### config.mk
export PLATFORM = sky130hd
export DESIGN_NAME = tccs_top
export DESIGN_NICKNAME = d
export VERILOG_FILES = /design/src/design/tccs_pkg.sv /design/src/design/tccs_top.sv
export SDC_FILE = /design/constraint.sdc
export NUM_CORES = 1
export LEC_CHECK = 0
export CORE_AREA = 2 2 103 105
export CTS_BUF_LIST = sky130_fd_sc_hd__clkbuf_4
export DETAILED_ROUTE_END_ITERATION = 8
export DIE_AREA = 0 0 105 107
export DONT_BUFFER_PORTS = 1
export GPL_TIMING_DRIVEN = 0
export PLACE_DENSITY = 0.75
export SYNTH_ARGS = -nofsm -noshare
export SYNTH_HDL_FRONTEND = slang
export SYNTH_SLANG_ARGS = --single-unit
### constraint.sdc
create_clock -name CLK -period 2.7 [get_ports CLK]
set_input_delay 0.27 -clock CLK [delete_from_list [all_inputs] [get_ports CLK]]
set_output_delay 0.27 -clock CLK [all_outputs]
set_load 0.005 [all_outputs]
### src/design/tccs_pkg.sv
// Purpose: Shared constants and types for the transmit coding and signal monitor block
// Assumes: 8-bit registers on a plain strobe port, one 25 MHz clock
// Notes:   Register indices are the printed byte offsets
package tccs_pkg;

   localparam int          ADDR_W            = 8;
   localparam int          DATA_W            = 8;
   localparam logic [7:0]  OFS_SIG_MON       = 8'h47;
   localparam logic [7:0]  OFS_TX_BIT_FMT    = 8'h48;
   localparam logic [7:0]  OFS_TX_DATA_CODE  = 8'h4A;
   localparam logic [7:0]  OFS_TX_CTRL       = 8'h4C;
   localparam logic [7:0]  OFS_TX_STATUS     = 8'h4D;
   localparam logic [7:0]  RST_SIG_MON       = 8'h00;
   localparam logic [7:0]  RST_TX_BIT_FMT    = 8'h00;
   localparam logic [7:0]  RST_TX_DATA_CODE  = 8'h00;
   localparam logic [7:0]  SIG_MON_MASK      = 8'h8F;
   localparam logic [7:0]  BIT_FMT_MASK      = 8'hAB;

   // Monitor sources
   localparam logic [3:0]  MON_HIZ0          = 4'h0;
   localparam logic [3:0]  MON_HIZ1          = 4'h1;
   localparam logic [3:0]  MON_LOW           = 4'h2;
   localparam logic [3:0]  MON_HIGH          = 4'h3;
   localparam logic [3:0]  MON_TX_ENV        = 4'h4;
   localparam logic [3:0]  MON_TX_ACT        = 4'h5;
   localparam logic [3:0]  MON_SECURE        = 4'h6;
   localparam logic [3:0]  MON_RX_ENV        = 4'h7;
   localparam logic [3:0]  MON_RX_ACT        = 4'h8;
   localparam logic [3:0]  MON_RX_BIT        = 4'h9;

   // Coding types
   localparam logic [3:0]  CODE_NONE         = 4'h0;
   localparam logic [3:0]  CODE_COLLIDE      = 4'h1;
   localparam logic [3:0]  CODE_RZ1          = 4'h4;
   localparam logic [3:0]  CODE_RZ2          = 4'h5;
   localparam logic [3:0]  CODE_RZ3          = 4'h6;
   localparam logic [3:0]  CODE_RZ3B         = 4'h7;
   localparam logic [3:0]  CODE_1OF4         = 4'h8;
   localparam logic [3:0]  CODE_1OF256       = 4'h9;
   localparam logic [3:0]  CODE_1OF256_Z     = 4'hA;
   localparam logic [3:0]  CODE_1OF256_L     = 4'hB;
   localparam logic [3:0]  CODE_PIE          = 4'hC;

   // Clock and rates
   localparam int          CLK_HZ            = 25_000_000;
   localparam int          SUBC_424_HZ       = 424_000;
   localparam int          SUBC_848_HZ       = 848_000;
   localparam int          RATE_26_HZ        = 26_000;
   localparam int          RATE_53_HZ        = 53_000;
   localparam int          RATE_106_HZ       = 106_000;
   localparam int          RATE_212_HZ       = 212_000;
   localparam int          RATE_424_HZ       = 424_000;
   localparam int          RATE_848_HZ       = 848_000;
   // Slots per bit period: each symbol slot is one quarter of the bit time
   localparam int          SLOTS_PER_BIT     = 4;
   localparam int          CNT_W             = 16;
   localparam logic [CNT_W-1:0] SLOT_848  = CNT_W'(CLK_HZ / (RATE_848_HZ * SLOTS_PER_BIT));
   localparam logic [CNT_W-1:0] SLOT_424  = CNT_W'(CLK_HZ / (RATE_424_HZ * SLOTS_PER_BIT));
   localparam logic [CNT_W-1:0] SLOT_212  = CNT_W'(CLK_HZ / (RATE_212_HZ * SLOTS_PER_BIT));
   localparam logic [CNT_W-1:0] SLOT_106  = CNT_W'(CLK_HZ / (RATE_106_HZ * SLOTS_PER_BIT));
   localparam logic [CNT_W-1:0] SLOT_53   = CNT_W'(CLK_HZ / (RATE_53_HZ * SLOTS_PER_BIT));
   localparam logic [CNT_W-1:0] SLOT_26   = CNT_W'(CLK_HZ / (RATE_26_HZ * SLOTS_PER_BIT));
   localparam logic [CNT_W-1:0] SUBC_HALF_424 = CNT_W'(CLK_HZ / (SUBC_424_HZ * 2));
   localparam logic [CNT_W-1:0] SUBC_HALF_848 = CNT_W'(CLK_HZ / (SUBC_848_HZ * 2));

   typedef struct packed {
      logic [7:0] addr;
      logic [7:0] wdata;
      logic       wr;
      logic       rd;
   } tccs_bus_req_t;

   typedef struct packed {
      logic       tx_env;
      logic       tx_active;
      logic       secure_module_serial_signal;
      logic       rx_env;
      logic       rx_active;
      logic       rx_bit;
   } tccs_mon_in_t;

   typedef enum logic [4:0] {
      ST_IDLE  = 5'b00001,
      ST_START = 5'b00010,
      ST_DATA  = 5'b00100,
      ST_PAR   = 5'b01000,
      ST_STOP  = 5'b10000
   } tccs_state_t;

endpackage : tccs_pkg

### src/design/tccs_top.sv
// Purpose: Transmit framing, data coding, rate timing and signal monitor pin selection
// Assumes: Host writes a byte with TX_LOAD; monitor inputs come from other clock domains
// Notes:   Each bit is cut into four slots; coders place pulses in those slots
//
// Operation
// - Signal-monitor bit 7 puts the I/O pads in fast switching mode.
// - Monitor select 0h or 1h leaves the monitor pin in high impedance.
// - Monitor select 2h drives pin low; 3h drives it high.
// - Monitor select 4h shows the transmit envelope on the pin.
// - Monitor select 5h shows transmitter-active while a transmission runs.
// - Monitor select 6h shows the secure-module serial signal.
// - Monitor select 7h shows receive envelope, valid only for Type A 106 kBd.
// - Monitor select 8h shows the receiver-active indication.
// - Monitor select 9h shows the recovered receive bit signal.
// - Bit-format bit 7 sends bytes high bit first, else low bit first, except under position codes 8h to Bh.
// - Bit-format bit 5 picks odd parity when set, even when clear.
// - Bit-format bit 3 gives the stop bit level.
// - Bit-format bit 1 gives the start bit level.
// - Bit-format bit 0 inserts a start bit before the data, except under position codes 8h to Bh.
// - Coding type in bits 7 to 4; 0h sends data uncoded.
// - Coding type 1h handles a collided stream during anticollision.
// - Types 4h to 6h are return-to-zero, pulse at position one to three; 7h as 6h.
// - Coding type 8h sends 1-out-of-4 pulse position code.
// - Types 9h to Bh send 1-of-256; Ah zero unmodulated, Bh zero in last slot.
// - Coding type Ch sends pulse-interval encoding.
// - Bit 3 set gates non-position-code envelopes with the 848 kHz subcarrier; when clear, no subcarrier is applied.
// - Bit-rate field 2h..7h selects 26 to 848 kHz; 0h and 1h reserved.
module tccs_top
   import tccs_pkg::*;
(
   input  wire logic                  CLK,
   input  wire logic                  RST_N,
   input  wire tccs_pkg::tccs_bus_req_t BUS_REQ,
   output logic       [7:0]           RD_DATA,
   input  wire logic                  TX_LOAD,
   input  wire logic  [7:0]           TX_BYTE,
   input  wire logic                  TX_PARITY_EN,
   input  wire logic                  TX_COLLIDE_IN,
   input  wire tccs_pkg::tccs_mon_in_t MON_IN,
   output logic                       TX_READY,
   output logic                       TX_ENV_OUT,
   output logic                       TX_ACTIVE_OUT,
   output logic                       FAST_PAD_SWITCHING,
   output logic                       SIG_MON_OUT,
   output logic                       SIG_MON_OE
);
   import tccs_pkg::*;

   typedef struct packed {
      logic [7:0]        sig_mon;
      logic [7:0]        bit_fmt;
      logic [7:0]        data_code;
      logic [7:0]        rdata;
      tccs_state_t       state;
      logic [7:0]        shreg;
      logic [3:0]        bit_cnt;
      logic              parity;
      logic              cur_bit;
      logic [1:0]        slot;
      logic [CNT_W-1:0]  slot_tmr;
      logic [7:0]        sym_cnt;
      logic [7:0]        sym_val;
      logic [CNT_W-1:0]  subc_tmr;
      logic              subc;
      logic              env;
      logic              tx_active;
      logic [5:0]        mon_s1;
      logic [5:0]        mon_s2;
      logic              mon_out;
      logic              mon_oe;
   } tccs_regs_t;

   tccs_regs_t r_ff;
   tccs_regs_t nxt_r;

   // Slot length for a rate code; reserved codes fall back to the slowest rate
   function automatic logic [CNT_W-1:0] slot_len(input logic [2:0] code);
      unique case (code)
         3'h7:    slot_len = SLOT_848;
         3'h6:    slot_len = SLOT_424;
         3'h5:    slot_len = SLOT_212;
         3'h4:    slot_len = SLOT_106;
         3'h3:    slot_len = SLOT_53;
         default: slot_len = SLOT_26;
      endcase
   endfunction : slot_len

   // Bit value that is about to go out, honouring bit order
   function automatic logic next_data_bit(input logic [7:0] sh, input logic msb_first);
      next_data_bit = msb_first ? sh[7] : sh[0];
   endfunction : next_data_bit

   // Pulse level for a slot of the current bit under the selected code
   function automatic logic code_level(input logic [3:0] ct, input logic b, input logic [1:0] sl,
                                       input logic col, input logic sc, input logic subc_en);
      logic lvl;
      lvl = b;
      unique case (ct)
         CODE_COLLIDE: lvl = b ^ col;
         CODE_RZ1:     lvl = b & (sl == 2'd0);
         CODE_RZ2:     lvl = b & (sl == 2'd1);
         CODE_RZ3,
         CODE_RZ3B:    lvl = b & (sl == 2'd2);
         CODE_PIE:     lvl = ~(b ? (sl == 2'd3) : (sl == 2'd1));
         default:      lvl = b;
      endcase
      code_level = subc_en ? (lvl & sc) : lvl;
   endfunction : code_level

   logic [3:0] coding;
   logic       msb_first;
   logic       slot_end;
   logic       bit_end;
   logic       pos_code;
   logic [7:0] sym_slots;

   always_comb begin
      coding    = r_ff.data_code[7:4];
      msb_first = r_ff.bit_fmt[7];
      pos_code  = (coding == CODE_1OF4) || (coding == CODE_1OF256) ||
                  (coding == CODE_1OF256_Z) || (coding == CODE_1OF256_L);
      sym_slots = (coding == CODE_1OF4) ? 8'h03 : 8'hFF;
      slot_end  = (r_ff.slot_tmr == '0);
      bit_end   = slot_end && (r_ff.slot == 2'd3);
   end

   always_comb begin
      nxt_r = r_ff;
      nxt_r.rdata = 8'h00;

      // Register port, one cycle read latency
      if (BUS_REQ.wr) begin
         unique case (BUS_REQ.addr)
            OFS_SIG_MON:      nxt_r.sig_mon   = BUS_REQ.wdata & SIG_MON_MASK;
            OFS_TX_BIT_FMT:   nxt_r.bit_fmt   = BUS_REQ.wdata & BIT_FMT_MASK;
            OFS_TX_DATA_CODE: nxt_r.data_code = BUS_REQ.wdata;
            default: ;
         endcase
      end
      if (BUS_REQ.rd) begin
         unique case (BUS_REQ.addr)
            OFS_SIG_MON:      nxt_r.rdata = r_ff.sig_mon;
            OFS_TX_BIT_FMT:   nxt_r.rdata = r_ff.bit_fmt;
            OFS_TX_DATA_CODE: nxt_r.rdata = r_ff.data_code;
            OFS_TX_STATUS:    nxt_r.rdata = {6'h00, r_ff.tx_active, r_ff.state == ST_IDLE};
            default:          nxt_r.rdata = 8'h00;
         endcase
      end

      // Subcarrier generator
      if (r_ff.subc_tmr == '0) begin
         nxt_r.subc_tmr = r_ff.data_code[3] ? SUBC_HALF_848 : SUBC_HALF_424;
         nxt_r.subc     = ~r_ff.subc;
      end else begin
         nxt_r.subc_tmr = r_ff.subc_tmr - 1'b1;
      end

      // Slot timer runs only while sending
      if (r_ff.state != ST_IDLE) begin
         if (slot_end) begin
            nxt_r.slot_tmr = slot_len(r_ff.data_code[2:0]) - 1'b1;
            nxt_r.slot     = r_ff.slot + 2'd1;
         end else begin
            nxt_r.slot_tmr = r_ff.slot_tmr - 1'b1;
         end
      end

      unique case (r_ff.state)
         ST_IDLE: begin
            nxt_r.tx_active = 1'b0;
            if (TX_LOAD) begin
               nxt_r.shreg     = TX_BYTE;
               nxt_r.sym_val   = TX_BYTE;
               nxt_r.parity    = 1'b0;
               nxt_r.slot      = 2'd0;
               nxt_r.sym_cnt   = 8'h00;
               nxt_r.slot_tmr  = slot_len(r_ff.data_code[2:0]) - 1'b1;
               nxt_r.tx_active = 1'b1;
               nxt_r.bit_cnt   = 4'd0;
               if (pos_code) begin
                  nxt_r.state = ST_DATA;
               end else if (r_ff.bit_fmt[0]) begin
                  nxt_r.state   = ST_START;
                  nxt_r.cur_bit = r_ff.bit_fmt[1];
               end else begin
                  nxt_r.state   = ST_DATA;
                  nxt_r.cur_bit = next_data_bit(TX_BYTE, r_ff.bit_fmt[7]);
               end
            end
         end
         ST_START: begin
            if (bit_end) begin
               nxt_r.state   = ST_DATA;
               nxt_r.cur_bit = next_data_bit(r_ff.shreg, msb_first);
            end
         end
         ST_DATA: begin
            if (pos_code) begin
               // Position codes: one pulse slot per symbol
               if (slot_end) begin
                  nxt_r.sym_cnt = r_ff.sym_cnt + 8'h01;
                  if (r_ff.sym_cnt == sym_slots) begin
                     if ((coding == CODE_1OF4) && (r_ff.bit_cnt != 4'd3)) begin
                        nxt_r.bit_cnt = r_ff.bit_cnt + 4'd1;
                        nxt_r.sym_val = r_ff.sym_val >> 2;
                        nxt_r.sym_cnt = 8'h00;
                     end else begin
                        nxt_r.state = ST_STOP;
                        nxt_r.cur_bit = r_ff.bit_fmt[3];
                     end
                  end
               end
            end else if (bit_end) begin
               nxt_r.parity  = r_ff.parity ^ r_ff.cur_bit;
               nxt_r.shreg   = msb_first ? {r_ff.shreg[6:0], 1'b0} : {1'b0, r_ff.shreg[7:1]};
               nxt_r.bit_cnt = r_ff.bit_cnt + 4'd1;
               if (r_ff.bit_cnt == 4'd7) begin
                  if (TX_PARITY_EN) begin
                     nxt_r.state   = ST_PAR;
                     nxt_r.cur_bit = r_ff.parity ^ r_ff.cur_bit ^ r_ff.bit_fmt[5];
                  end else begin
                     nxt_r.state   = ST_STOP;
                     nxt_r.cur_bit = r_ff.bit_fmt[3];
                  end
               end else begin
                  nxt_r.cur_bit = msb_first ? r_ff.shreg[6] : r_ff.shreg[1];
               end
            end
         end
         ST_PAR: begin
            if (bit_end) begin
               nxt_r.state   = ST_STOP;
               nxt_r.cur_bit = r_ff.bit_fmt[3];
            end
         end
         ST_STOP: begin
            if (bit_end) begin
               nxt_r.state     = ST_IDLE;
               nxt_r.tx_active = 1'b0;
            end
         end
         default: nxt_r.state = ST_IDLE;
      endcase

      // Envelope; position codes only pulse in their chosen slot
      if (r_ff.state == ST_IDLE) begin
         nxt_r.env = 1'b0;
      end else if (pos_code && (r_ff.state == ST_DATA)) begin
         if (coding == CODE_1OF4) begin
            nxt_r.env = (r_ff.sym_cnt[1:0] == r_ff.sym_val[1:0]);
         end else if ((coding == CODE_1OF256_Z) && (r_ff.sym_val == 8'h00)) begin
            nxt_r.env = 1'b0;
         end else if ((coding == CODE_1OF256_L) && (r_ff.sym_val == 8'h00)) begin
            nxt_r.env = (r_ff.sym_cnt == 8'hFF);
         end else begin
            nxt_r.env = (r_ff.sym_cnt == r_ff.sym_val);
         end
      end else begin
         nxt_r.env = code_level(coding, r_ff.cur_bit, r_ff.slot, TX_COLLIDE_IN,
                                r_ff.subc, r_ff.data_code[3]);
      end

      // Monitor inputs cross in through two flops
      nxt_r.mon_s1 = MON_IN;
      nxt_r.mon_s2 = r_ff.mon_s1;
      nxt_r.mon_oe = 1'b1;
      unique case (r_ff.sig_mon[3:0])
         MON_HIZ0, MON_HIZ1: begin
            nxt_r.mon_oe  = 1'b0;
            nxt_r.mon_out = 1'b0;
         end
         MON_LOW:    nxt_r.mon_out = 1'b0;
         MON_HIGH:   nxt_r.mon_out = 1'b1;
         MON_TX_ENV: nxt_r.mon_out = r_ff.env;
         MON_TX_ACT: nxt_r.mon_out = r_ff.tx_active;
         MON_SECURE: nxt_r.mon_out = r_ff.mon_s2[3];
         MON_RX_ENV: nxt_r.mon_out = r_ff.mon_s2[2];
         MON_RX_ACT: nxt_r.mon_out = r_ff.mon_s2[1];
         MON_RX_BIT: nxt_r.mon_out = r_ff.mon_s2[0];
         // Undefined selects keep the pin released rather than guessing a source
         default: begin
            nxt_r.mon_oe  = 1'b0;
            nxt_r.mon_out = 1'b0;
         end
      endcase
   end

   always_ff @(posedge CLK or negedge RST_N) begin
      if (!RST_N) begin
         r_ff           <= '0;
         r_ff.sig_mon   <= RST_SIG_MON;
         r_ff.bit_fmt   <= RST_TX_BIT_FMT;
         r_ff.data_code <= RST_TX_DATA_CODE;
         r_ff.state     <= ST_IDLE;
      end else begin
         r_ff <= nxt_r;
      end
   end

   assign RD_DATA            = r_ff.rdata;
   assign TX_READY           = (r_ff.state == ST_IDLE);
   assign TX_ENV_OUT         = r_ff.env;
   assign TX_ACTIVE_OUT      = r_ff.tx_active;
   assign FAST_PAD_SWITCHING = r_ff.sig_mon[7];
   assign SIG_MON_OUT        = r_ff.mon_out;
   assign SIG_MON_OE         = r_ff.mon_oe;

endmodule : tccs_top

======== Word level (Yosys, flattened, before mapping) ========
Index checks and enable logic that the tools add are counted.
Widths: inputs -> output; s select.
operators by class
  add/subtract/negate cells ............... 7
  equal/unequal tests ..................... 59
  multiplexer cells ....................... 70
  bitwise gates (word level) .............. 9
  reductions and logical operators ........ 27
operators with widths
  cell                   count
  $mux 16                10
  $sub 16x1->16 const B  4
  $mux 5                 11
  $mux 53                1
  $pmux 8 s5             1
  $eq 4x3->1 const B     9
  $mux 18                2
  $eq 8x7->1 const B     4
  $logic_not 16->1       2
  $mux 8                 4
  $pmux 16 s2            1
  $pmux 8 s4             1
  $eq 4x4->1 const B     7
  $mux 1                 26
  $pmux 13 s2            1
  $pmux 5 s5             1
  $ne 2x2->1 const B     11
  $mux 19                1
  $ne 3x3->1 const B     6
  $reduce_and 9->1       2
  $eq 8x8->1             2
  $mux 4                 4
  $eq 3x3->1 const B     4
  $reduce_and 6->1       2
  other kinds (36)       55
word-level totals
  register bits ........................... 108
  bits of input ports ..................... 37
  output and inout port bits .............. 14
  word-level logic and storage cells ...... 193

======== Logic depth before layout (Yosys ltp) ========
Gate-level depths: netlist of run 1.
  word-level depth ........................ 11
  gate-level depth with buffers ........... 10

======== Worst setup path before layout of run 1 ========
No wires, ideal clock.
  kind .................................... reg-to-reg
  start ................................... register r_ff[49] (netlist name)
  end ..................................... register r_ff[67] (netlist name)
  arrival ................................. 2.357 ns
  data required time ...................... 2.572 ns
  slack ................................... 0.215 ns
  stages on the path, launching flop included .. 10
  buffers on the path ..................... 1
  period minus slack after synthesis ...... 2.485 ns
  path through ............................ dfrtp_1 inv_1 ha_1 or3b_1 buf_2 nor4_4 nand2_2 a221oi_2 o2111ai_1 mux2_1
between the ends
  cells in the longest elaborated chain, start to end .. 4
  elaborated cells between the ends (all ways) .. 7
  those cells by class .................... eq/ne (4); reduce/logical (3)
ends and longest elaborated chain
  what                                                       RTL line         source
  start, declared                                            tccs_top.sv:73   tccs_regs_t r_ff;
  start signal, assigned                                     tccs_top.sv:296  r_ff <= nxt_r;
  $logic_not 16->1 (*)                                       tccs_top.sv:123  slot_end = (r_ff.slot_tmr == '0);
  $logic_and 1x1->1                                          tccs_top.sv:124  bit_end = slot_end && (r_ff.slot == 2'd3);
  $ne 3x3->1 (no source line) or $ne 2x2->1 (tied branches)  n/a
  $reduce_and 9->1 (no source line) (*)                      n/a
Mark *: on every way between the ends. The rest lies on a longest branch, timed or not.
A chain may end at the register's enable or synchronous reset.

======== Final worst setup path of run 1 ========
  start ................................... register r_ff[82] (netlist name)
  end ..................................... output port TX_READY
between the ends
  cells in the longest elaborated chain, start to end .. 1
ends and longest elaborated chain
  what           RTL line         source
  $eq 5x1->1     tccs_top.sv:301  assign TX_READY = (r_ff.state == ST_IDLE);
  end, declared  tccs_top.sv:40   output logic TX_READY,
Every way passes these cells.

==> results of run 1 <==
-- worst min-delay path by stage --
stage | endpoint | from | slack, ns
2_1_floorplan | FAST_PAD_SWITCHING | RST_N | -0.03
3_5_place_dp | r_ff[59] | RST_N | -0.02
4_1_cts | r_ff[38] | TX_BYTE[5] | 0.003
3_3_place_gp | r_ff[59] | RST_N | -0.02
6_report | r_ff[38] | TX_BYTE[5] | 0.03
5_1_grt | r_ff[34] | TX_BYTE[1] | 0.006
-- report_power, final --
group / leakage [nW] / total, W / internal [W] / switching [W]
Combinational: 1.39 / 0.00161 / 0.000687 / 0.000925
Sequential: 1.40 / 0.00234 / 0.00195 / 0.000387
Clock: 0.0699 / 0.000788 / 0.000218 / 0.000569
Total: 2.86 / 0.00474 / 0.00285 / 0.00188
-- cell usage in the layout, fill, tap and decap left out, types with 3 or more instances in the layout --
cell type,n
dlygate4sd3_1,25
and2_2,3
nand4_1,6
and3_1,5
buf_2,3
nand2_1,57
o21ai_0,46
mux2_2,26
xnor2_1,16
nor3_1,17
nor2_1,58
xor2_1,16
inv_1,23
clkbuf_4,10
a32oi_1,3
o31ai_1,5
nand3b_1,4
a21boi_0,3
nand3_1,14
nand2b_1,7
or4_1,4
nor2b_1,13
nor4b_1,5
o211ai_1,3
o21a_1,3
ha_1,9
inv_6,3
clkbuf_1,13
nor4_1,4
a22oi_1,13
nor4_4,3
a21oi_1,35
o22ai_1,4
buf_4,14
a21o_1,5
or3_1,4
mux2i_1,12
dfrtp_1,107
-- registers in the layout (all words and copies together), names as in the netlist, 4 cells and up --
name     count
r_ff        86
nxt_r        4
coding       4
RD_DATA      8
-- routing by layer --
metal / vias to the layer above / GRT usage / part of all wire
li1: 2318 / - / -
met1: 2346 / 0.326 / 0.43
met2: 147 / 0.440 / 0.50
met3: 35 / 0.0590 / 0.046
met4: 0 / 0.0914 / 0.027
met5: - / 0 / 0
-- cell families (layout without fill, tap and decap cells) --
kind of cell	count (synthesis)	after routing	synth area share
and+or+nand+nor	228	228	0.204
AOI/OAI and AO/OA	149	149	0.159
DFF	108	108	0.454
buffers and inverters	56	100	0.0433
muxes	39	39	0.0712
xor gates and xnor gates	32	32	0.0470
adders and majority gates	10	10	0.0210
other	1	1	0.000630
-- worst max-delay path, cell delays in order, from the launching register on --
cell and delay (ns):
dfrtp_1 0.39, clkbuf_1 0.19, or4b_4 0.59, or2_1 0.29, inv_1 0.17, buf_4 0.22
-- metrics by stage --
step                      instances  hold slack [ns]  utilization
after global routing            803          0.00631        0.661
after detailed placement        759          -0.0214        0.607
final                           803           0.0338        0.661
after floorplan                 623          -0.0256            -
after global placement          759          -0.0220        0.607
after CTS                       802          0.00315        0.648
-- what timing repair did --
action / in CTS / in global routing
buffers inserted: 3 / 1
endpoints found under the setup margin: 38 / 39
hold buffers: 24 / 2
gates resized for setup: 1 / 23
hold endpoints to repair: 153 / 2
gates cloned: 0 / 0
pin swaps: 1 / 4
-- final cells by class --
class / instances / area (µm²)
repair buffers: 30 / 308
inverters: 25 / 93.8
multi-input cells: 459 / 3100
clock buffers: 10 / 75.1
fillers: 816 / 3420
plain buffers: 29 / 165
clock inverters: 6 / 53.8
well taps: 136 / 170
flip-flops and latches: 108 / 2700
==> flow_summary.ini, run 1 <==
[status]
status = completed

[drt]
vias = 4846
firstDrtPassIters = 5
wl_um = 14000
ant_nets = 0
drcViolationCount = 0
vias_per_cell = 6.03
routedWlPerCell_um = 17.4
drtIter0Drc = 309

[sta]
setup_viol = 0
tns_ns = 0
report.final.slew_viol_count = 0
fmax_mhz = 384
worstMarginPinSlew_ns = 1.04
skew_ns = 0.0182
max_slew_margin = 0.300
finalHoldViolCount = 0
period_needed_ns = 2.60
setup_ws_ns = 0.0955
fin_crit_sh = 0.965

[placed_design]
io_buffer_count = 0
dp_hpwl_um = 9740
place_congestion = 0.870
placed_area_um2 = 6130
pre_cts_ws_ns = -0.263

[pwr]
p_leak_nw = 2.86
pwr_density_cell_nw_per_um2 = 710
peakVddDrop_uv = 475
p_total_w = 0.00474

[yosys]
yosys_register_bits = 108
ys.flop_type = dfrtp_1
synth_top_area_frac = 0.449
synth_cells = 623
async_reset_ff_frac = 1.00
yosys_warnings = 0
synth_area_um2 = 5960
synth_fp_nets = 670
synth.avg_cell_area_um2 = 9.56
synthTopCellsByCount = dfrtp_1, nor2_1, nand2_1
synth_cell_type_count = 77
synth_area_leaders = dfrtp_1, mux2_2, o21ai_0, nor2_1, nand2_1
yosysSeqAreaShare = 0.454
synth_most_common_cell = dfrtp_1
synth_area_leader_cell = dfrtp_1
synth_edf_count = 0

[final_layout]
diodes = 0
syn_to_final_growth_pct = 12.0
postLayoutCellArea_um2 = 6670
drive_above_1_share = 0.142
nets = 709

[critical_path]
criticalPathCategory = reg2out
arrival_ns = 2.33
cp-endpoint = TX_READY
critPathRequiredTime_ns = 2.43
r2r_start = r_ff[82]
crit_path_max_fanout = 10
startpoint = r_ff[82]
r2r_end = r_ff[76]
r2r_setup_slack_ns = 0.15
end_kind = output port
start_kind = flip-flop
worst_r2r_path_depth = 9

[floorplanning]
rows = 37
dieArea_um2 = 11200
coreArea_um2 = 10100
die_x_um = 105
ios = 51
initial_utilization = 0.590
die_h_um = 107

[clock_network]
cts_num_sinks = 108
clock_latency_ns = 0.48
cts.root.buffer_cell = clkbuf_4
clk_pin_slew_ns = 0.17
cts_max_path_buffers = 2
htree_levels = 3
cts_buffers = 9
cts_tree = built

[run]
cap_viol_max_count = 0

[grt]
grt_pass1_wl_um = 23300
grt_usage = 0.259
antenna_found_initial = 0
grt_max_degree = 109
grt_pass1_vias = 4820
grt_overflow_total = 0

[hold_path]
hold_path_depth = 2
hp-class = in2reg
Power figures use the tool's default switching activity.
==> run 2, diff against run 1 <==
--- a/config.mk
+++ b/config.mk
@@ -11,7 +11,7 @@
 export DIE_AREA = 0 0 105 107
 export DONT_BUFFER_PORTS = 1
 export GPL_TIMING_DRIVEN = 0
-export PLACE_DENSITY = 0.75
+export PLACE_DENSITY = 0.82
 export SYNTH_ARGS = -nofsm -noshare
 export SYNTH_HDL_FRONTEND = slang
 export SYNTH_SLANG_ARGS = --single-unit
==> run 2 against run 1 <==
Against the previous run:
- critical path depth is the same
- fmax grew 1.3%
- final area is essentially flat
- sequential cell count is the same
- clock-buffer cell count shrank 1
==> flow_summary.ini, run 2 (synthesized netlist as in run 1, its figures left out) <==
[sta]
skew_ns = 0.0137
max_slew_margin = 0.308
tns_ns = 0
setup_viol = 0
fmax_mhz = 389
rsz0062_at_grt = yes
report.final.slew_viol_count = 0
worstMarginPinSlew_ns = 1.02
finalHoldViolCount = 0
period_needed_ns = 2.57
fin_crit_sh = 0.952

[floorplanning]
dieArea_um2 = 11200
initial_utilization = 0.590
ios = 51
rows = 37
die_x_um = 105
die_h_um = 107
coreArea_um2 = 10100

[pwr]
pwr_density_cell_nw_per_um2 = 717
p_total_w = 0.00478
peakVddDrop_uv = 513
p_leak_nw = 2.86

[drt]
drcViolationCount = 0
firstDrtPassIters = 5
routedWlPerCell_um = 17.8
vias = 4977
vias_per_cell = 6.20
ant_nets = 0
drtIter0Drc = 436
wl_um = 14300

[final_layout]
final_common_cell = dfrtp_1
regMostFlops = r_ff
final_core_util = 0.660
diodes = 0
mostFrequentLayoutCells = dfrtp_1, nor2_1, nand2_1, o21ai_0, a21oi_1
largest_reg_flops = 86
nets = 709
syn_to_final_growth_pct = 11.9
fill_cells = 824
postLayoutCellArea_um2 = 6670
drive_above_1_share = 0.139

[grt]
grt_overflow_total = 0
antenna_found_initial = 0
grt_max_degree = 109
grt_pass1_vias = 4804
grt_usage = 0.261
grt_pass1_wl_um = 23500

[placed_design]
place_congestion = 0.879
io_buffer_count = 0
placed_area_um2 = 6130
dp_hpwl_um = 10100

[critical_path]
worstPathCellList = clkbuf_1, or4b_4, or2_1, inv_1, buf_4
slowest_stage = or4b_4
critical-path-max-stage-delay_ns = 0.60
critical-path-top-delay-family = simple AND/OR/NAND/NOR gates
criticalPathCategory = reg2out
critPathRequiredTime_ns = 2.43
arrival_ns = 2.30
crit_path_max_fanout = 10
end_kind = output port
r2r_setup_slack_ns = 0.14
start_kind = flip-flop
worst-path-buf-inv = 3

[clock_network]
htree_levels = 3
clock_latency_ns = 0.49
cts.root.buffer_cell = clkbuf_4
cts_max_path_buffers = 2
cts_tree = built
cts_buffers = 9
clk_pin_slew_ns = 0.18
cts_num_sinks = 108

[hold_path]
hp-class = in2reg

[run]
cap_viol_max_count = 0

[status]
status = completed
## run 2: cell types whose count changed in the layout (fill, tap and decap cells not counted), sizes merged
cell         before  now
clkinv            1    2
buf              21   22
dlygate4sd3      25   24
clkbuf           23   22
## run 2: area by class of cell
| type | instances | area [µm²] | area share |
|---|---|---|---|
| well taps | 136 | 170 | 0.0255 |
| inverters | 25 | 93.8 | 0.0141 |
| flip-flops and latches | 108 | 2700 | 0.406 |
| clock inverters | 7 | 70.1 | 0.0105 |
| plain buffers | 29 | 165 | 0.0248 |
| repair buffers | 30 | 309 | 0.0464 |
| multi-input cells | 459 | 3090 | 0.463 |
| clock buffers | 9 | 67.6 | 0.0101 |
## run 2: path summary, 6_finish.rpt
| kind | startpoint | end | cells after the start |
|---|---|---|---|
| worst min register to register | nxt_r[2] | r_ff[2] | 0 |
| min in group asynchronous | RST_N | r_ff[83] | 2 |
| max in group asynchronous | RST_N | r_ff[79] | 2 |
| worst min-delay path | TX_BYTE[0] | r_ff[73] | 2 |
| worst max register to register | r_ff[49] | r_ff[67] | 11 |
| worst max-delay path | r_ff[82] | TX_READY | 5 |
## run 2: metrics by stage
stage	hold WS (ns)	setup WS [ns]	std cells
floorplan	-0.0256	0.215	623
global placement	-0.0212	-0.227	759
detailed placement	-0.0215	-0.246	759
CTS	0.00309	0.0572	801
global route	0.0163	-0.00403	803
finish	0.0242	0.129	803
## run 2: what timing repair did
| item | 4_1_cts | 5_1_grt |
|---|---|---|
| pin swaps | 1 | 2 |
| hold buffers | 23 | 2 |
| hold endpoints to repair | 148 | 2 |
| endpoints found under the setup margin | 36 | 26 |
| buffers inserted | 4 | 1 |
| resized for setup | 1 | 20 |
## run 2: per-layer routing
metal / vias to the layer above / global-route usage / part of all wire
li1: 2311 / - / -
met1: 2442 / 0.333 / 0.42
met2: 200 / 0.444 / 0.50
met3: 24 / 0.0505 / 0.057
met4: 0 / 0.0924 / 0.020
met5: - / 0 / 0
## run 2: where the power goes
part	switching, W	total (W)	internal (W)	leakage, nW
sequential	0.000392	0.00234	0.00195	1.40
clock	0.000602	0.000818	0.000215	0.0722
combinational	0.000937	0.00162	0.000681	1.39
total	0.00193	0.00478	0.00284	2.86
==> run 3, diff against run 2 <==
==> constraint.sdc (replaced) <==
create_clock -name CLK -period 2.7 [get_ports CLK]
set_input_delay 0.54 -clock CLK [delete_from_list [all_inputs] [get_ports CLK]]
set_output_delay 0.54 -clock CLK [all_outputs]
set_load 0.005 [all_outputs]
==> run 3 against run 2 <==
Against the previous run:
- the flow now finishes with violations (hold timing)
- clock skew up 0.0017 ns
- combinational power is 2% lower
- final area is 3.5% lower
- clock power is essentially flat
- critical path depth shrank 1
- fmax shrank 2.0%
- first-iteration DRC count is 22% lower
- sequential cell count unchanged
==> flow_summary.ini, run 3 (synthesized netlist as in run 1, its figures left out) <==
[status]
status = finished, violations left
violations = hold timing

[final_layout]
largest_reg_flops = 86
nets = 688
mostFrequentLayoutCells = dfrtp_1, nor2_1, nand2_1, o21ai_0, a21oi_1
final_common_cell = dfrtp_1
syn_to_final_growth_pct = 7.98
drive_above_1_share = 0.156
final_core_util = 0.637
regMostFlops = r_ff
diodes = 0
fill_cells = 850

[clock_network]
cts_max_path_buffers = 2
cts.root.buffer_cell = clkbuf_4
cts_tree = built
clock_latency_ns = 0.48
cts_buffers = 9
clk_pin_slew_ns = 0.19
htree_levels = 3
cts_num_sinks = 108

[grt]
grt_usage = 0.254
grt_max_degree = 109
antenna_found_initial = 1
grt_pass1_vias = 4667
grt_overflow_total = 0
grt_pass1_wl_um = 22900

[sta]
fin_crit_sh = 0.972
rsz0062_at_grt = yes
fmax_mhz = 381
finalHoldViolCount = 108
worstMarginPinSlew_ns = 1.03
holdWs_ns = -0.288
report.final.slew_viol_count = 0
max_slew_margin = 0.305
period_needed_ns = 2.62
skew_ns = 0.0154
setup_viol = 0

[critical_path]
critPathRequiredTime_ns = 2.16
start_kind = flip-flop
slowest_stage = dfstp_2
crit_path_max_fanout = 10
critical-path-max-stage-delay_ns = 0.59
worst-path-buf-inv = 2
critical-path-top-delay-family = simple AND/OR/NAND/NOR gates
r2r_setup_slack_ns = 0.14
criticalPathCategory = reg2out
worstPathCellList = or4b_4, or2_4, inv_2, buf_6
arrival_ns = 2.08
end_kind = output port

[placed_design]
place_congestion = 0.879
dp_hpwl_um = 10100
io_buffer_count = 0

[run]
cap_viol_max_count = 0

[floorplanning]
die_x_um = 105
ios = 51
coreArea_um2 = 10100
dieArea_um2 = 11200
die_h_um = 107
initial_utilization = 0.590
rows = 37

[pwr]
p_total_w = 0.00473
p_leak_nw = 2.76
peakVddDrop_uv = 528
pwr_density_cell_nw_per_um2 = 735

[drt]
drtIter0Drc = 341
drcViolationCount = 0
routedWlPerCell_um = 17.9
firstDrtPassIters = 7
vias = 4778
ant_nets = 0
wl_um = 14000
vias_per_cell = 6.11

[hold_path]
hp-class = in2async
## run 3: timing repair
action,4_1_cts,5_1_grt
hold endpoints to repair,108,108
endpoints found under the setup margin,37,27
buffers inserted,5,6
pin swaps,1,3
gates cloned,0,0
gates resized for setup,2,21
## run 3: cell type report
| cell class | count | area (µm²) | area share |
|---|---|---|---|
| repair buffers | 11 | 86.3 | 0.0134 |
| inverters | 25 | 93.8 | 0.0146 |
| clock inverters | 7 | 70.1 | 0.0109 |
| multi-input cells | 459 | 3080 | 0.479 |
| plain buffers | 27 | 159 | 0.0247 |
| clock buffers | 9 | 67.6 | 0.0105 |
| flip-flops and latches | 108 | 2710 | 0.421 |
| well taps | 136 | 170 | 0.0265 |
## run 3: routing by layer
layer | global-route usage | vias to the layer above | routed length [µm]
li1 | - | 2270 | -
met1 | 0.319 | 2356 | 6010
met2 | 0.429 | 129 | 7010
met3 | 0.0584 | 23 | 702
met4 | 0.0990 | 0 | 314
met5 | 0 | - | 0
## run 3: path summary, 6_finish.rpt
check,start,endpoint,cells after the start
max,r_ff[81],TX_READY,4
min,RST_N,r_ff[57],0
max reg2reg,r_ff[50],r_ff[67],11
min reg2reg,nxt_r[2],r_ff[2],0
max in group asynchronous,RST_N,r_ff[81],0
min in group CLK,MON_IN[1],nxt_r[3],0
## run 3: metrics by stage
step	setup slack [ns]	std cells	cell area, µm²	TNS [ns]
6_report	0.0754	782	6430	0
5_1_grt	-0.0207	782	6430	-0.0207
4_1_cts	0.0114	778	6300	0
3_5_place_dp	-0.246	759	6130	-2.89
3_3_place_gp	-0.227	759	6130	-1.02
2_1_floorplan	0.215	623	5960	0
## run 3: worst reg2reg max path: stages (launching register included)
cell and delay, ns:
dfrtp_1 0.45, inv_1 0.07, ha_2 0.17, or3b_1 0.34, buf_2 0.17, nor4_4 0.15
buf_6 0.17, buf_4 0.12, a31oi_2 0.11, o21ai_1 0.23, o2111ai_2 0.16, mux2_1 0.33
## run 3: where the power goes
part	switching (W)	leakage [nW]	internal, W
combinational	0.000899	1.30	0.000681
clock	0.000603	0.0722	0.000215
sequential	0.000382	1.39	0.00195
total	0.00188	2.76	0.00285
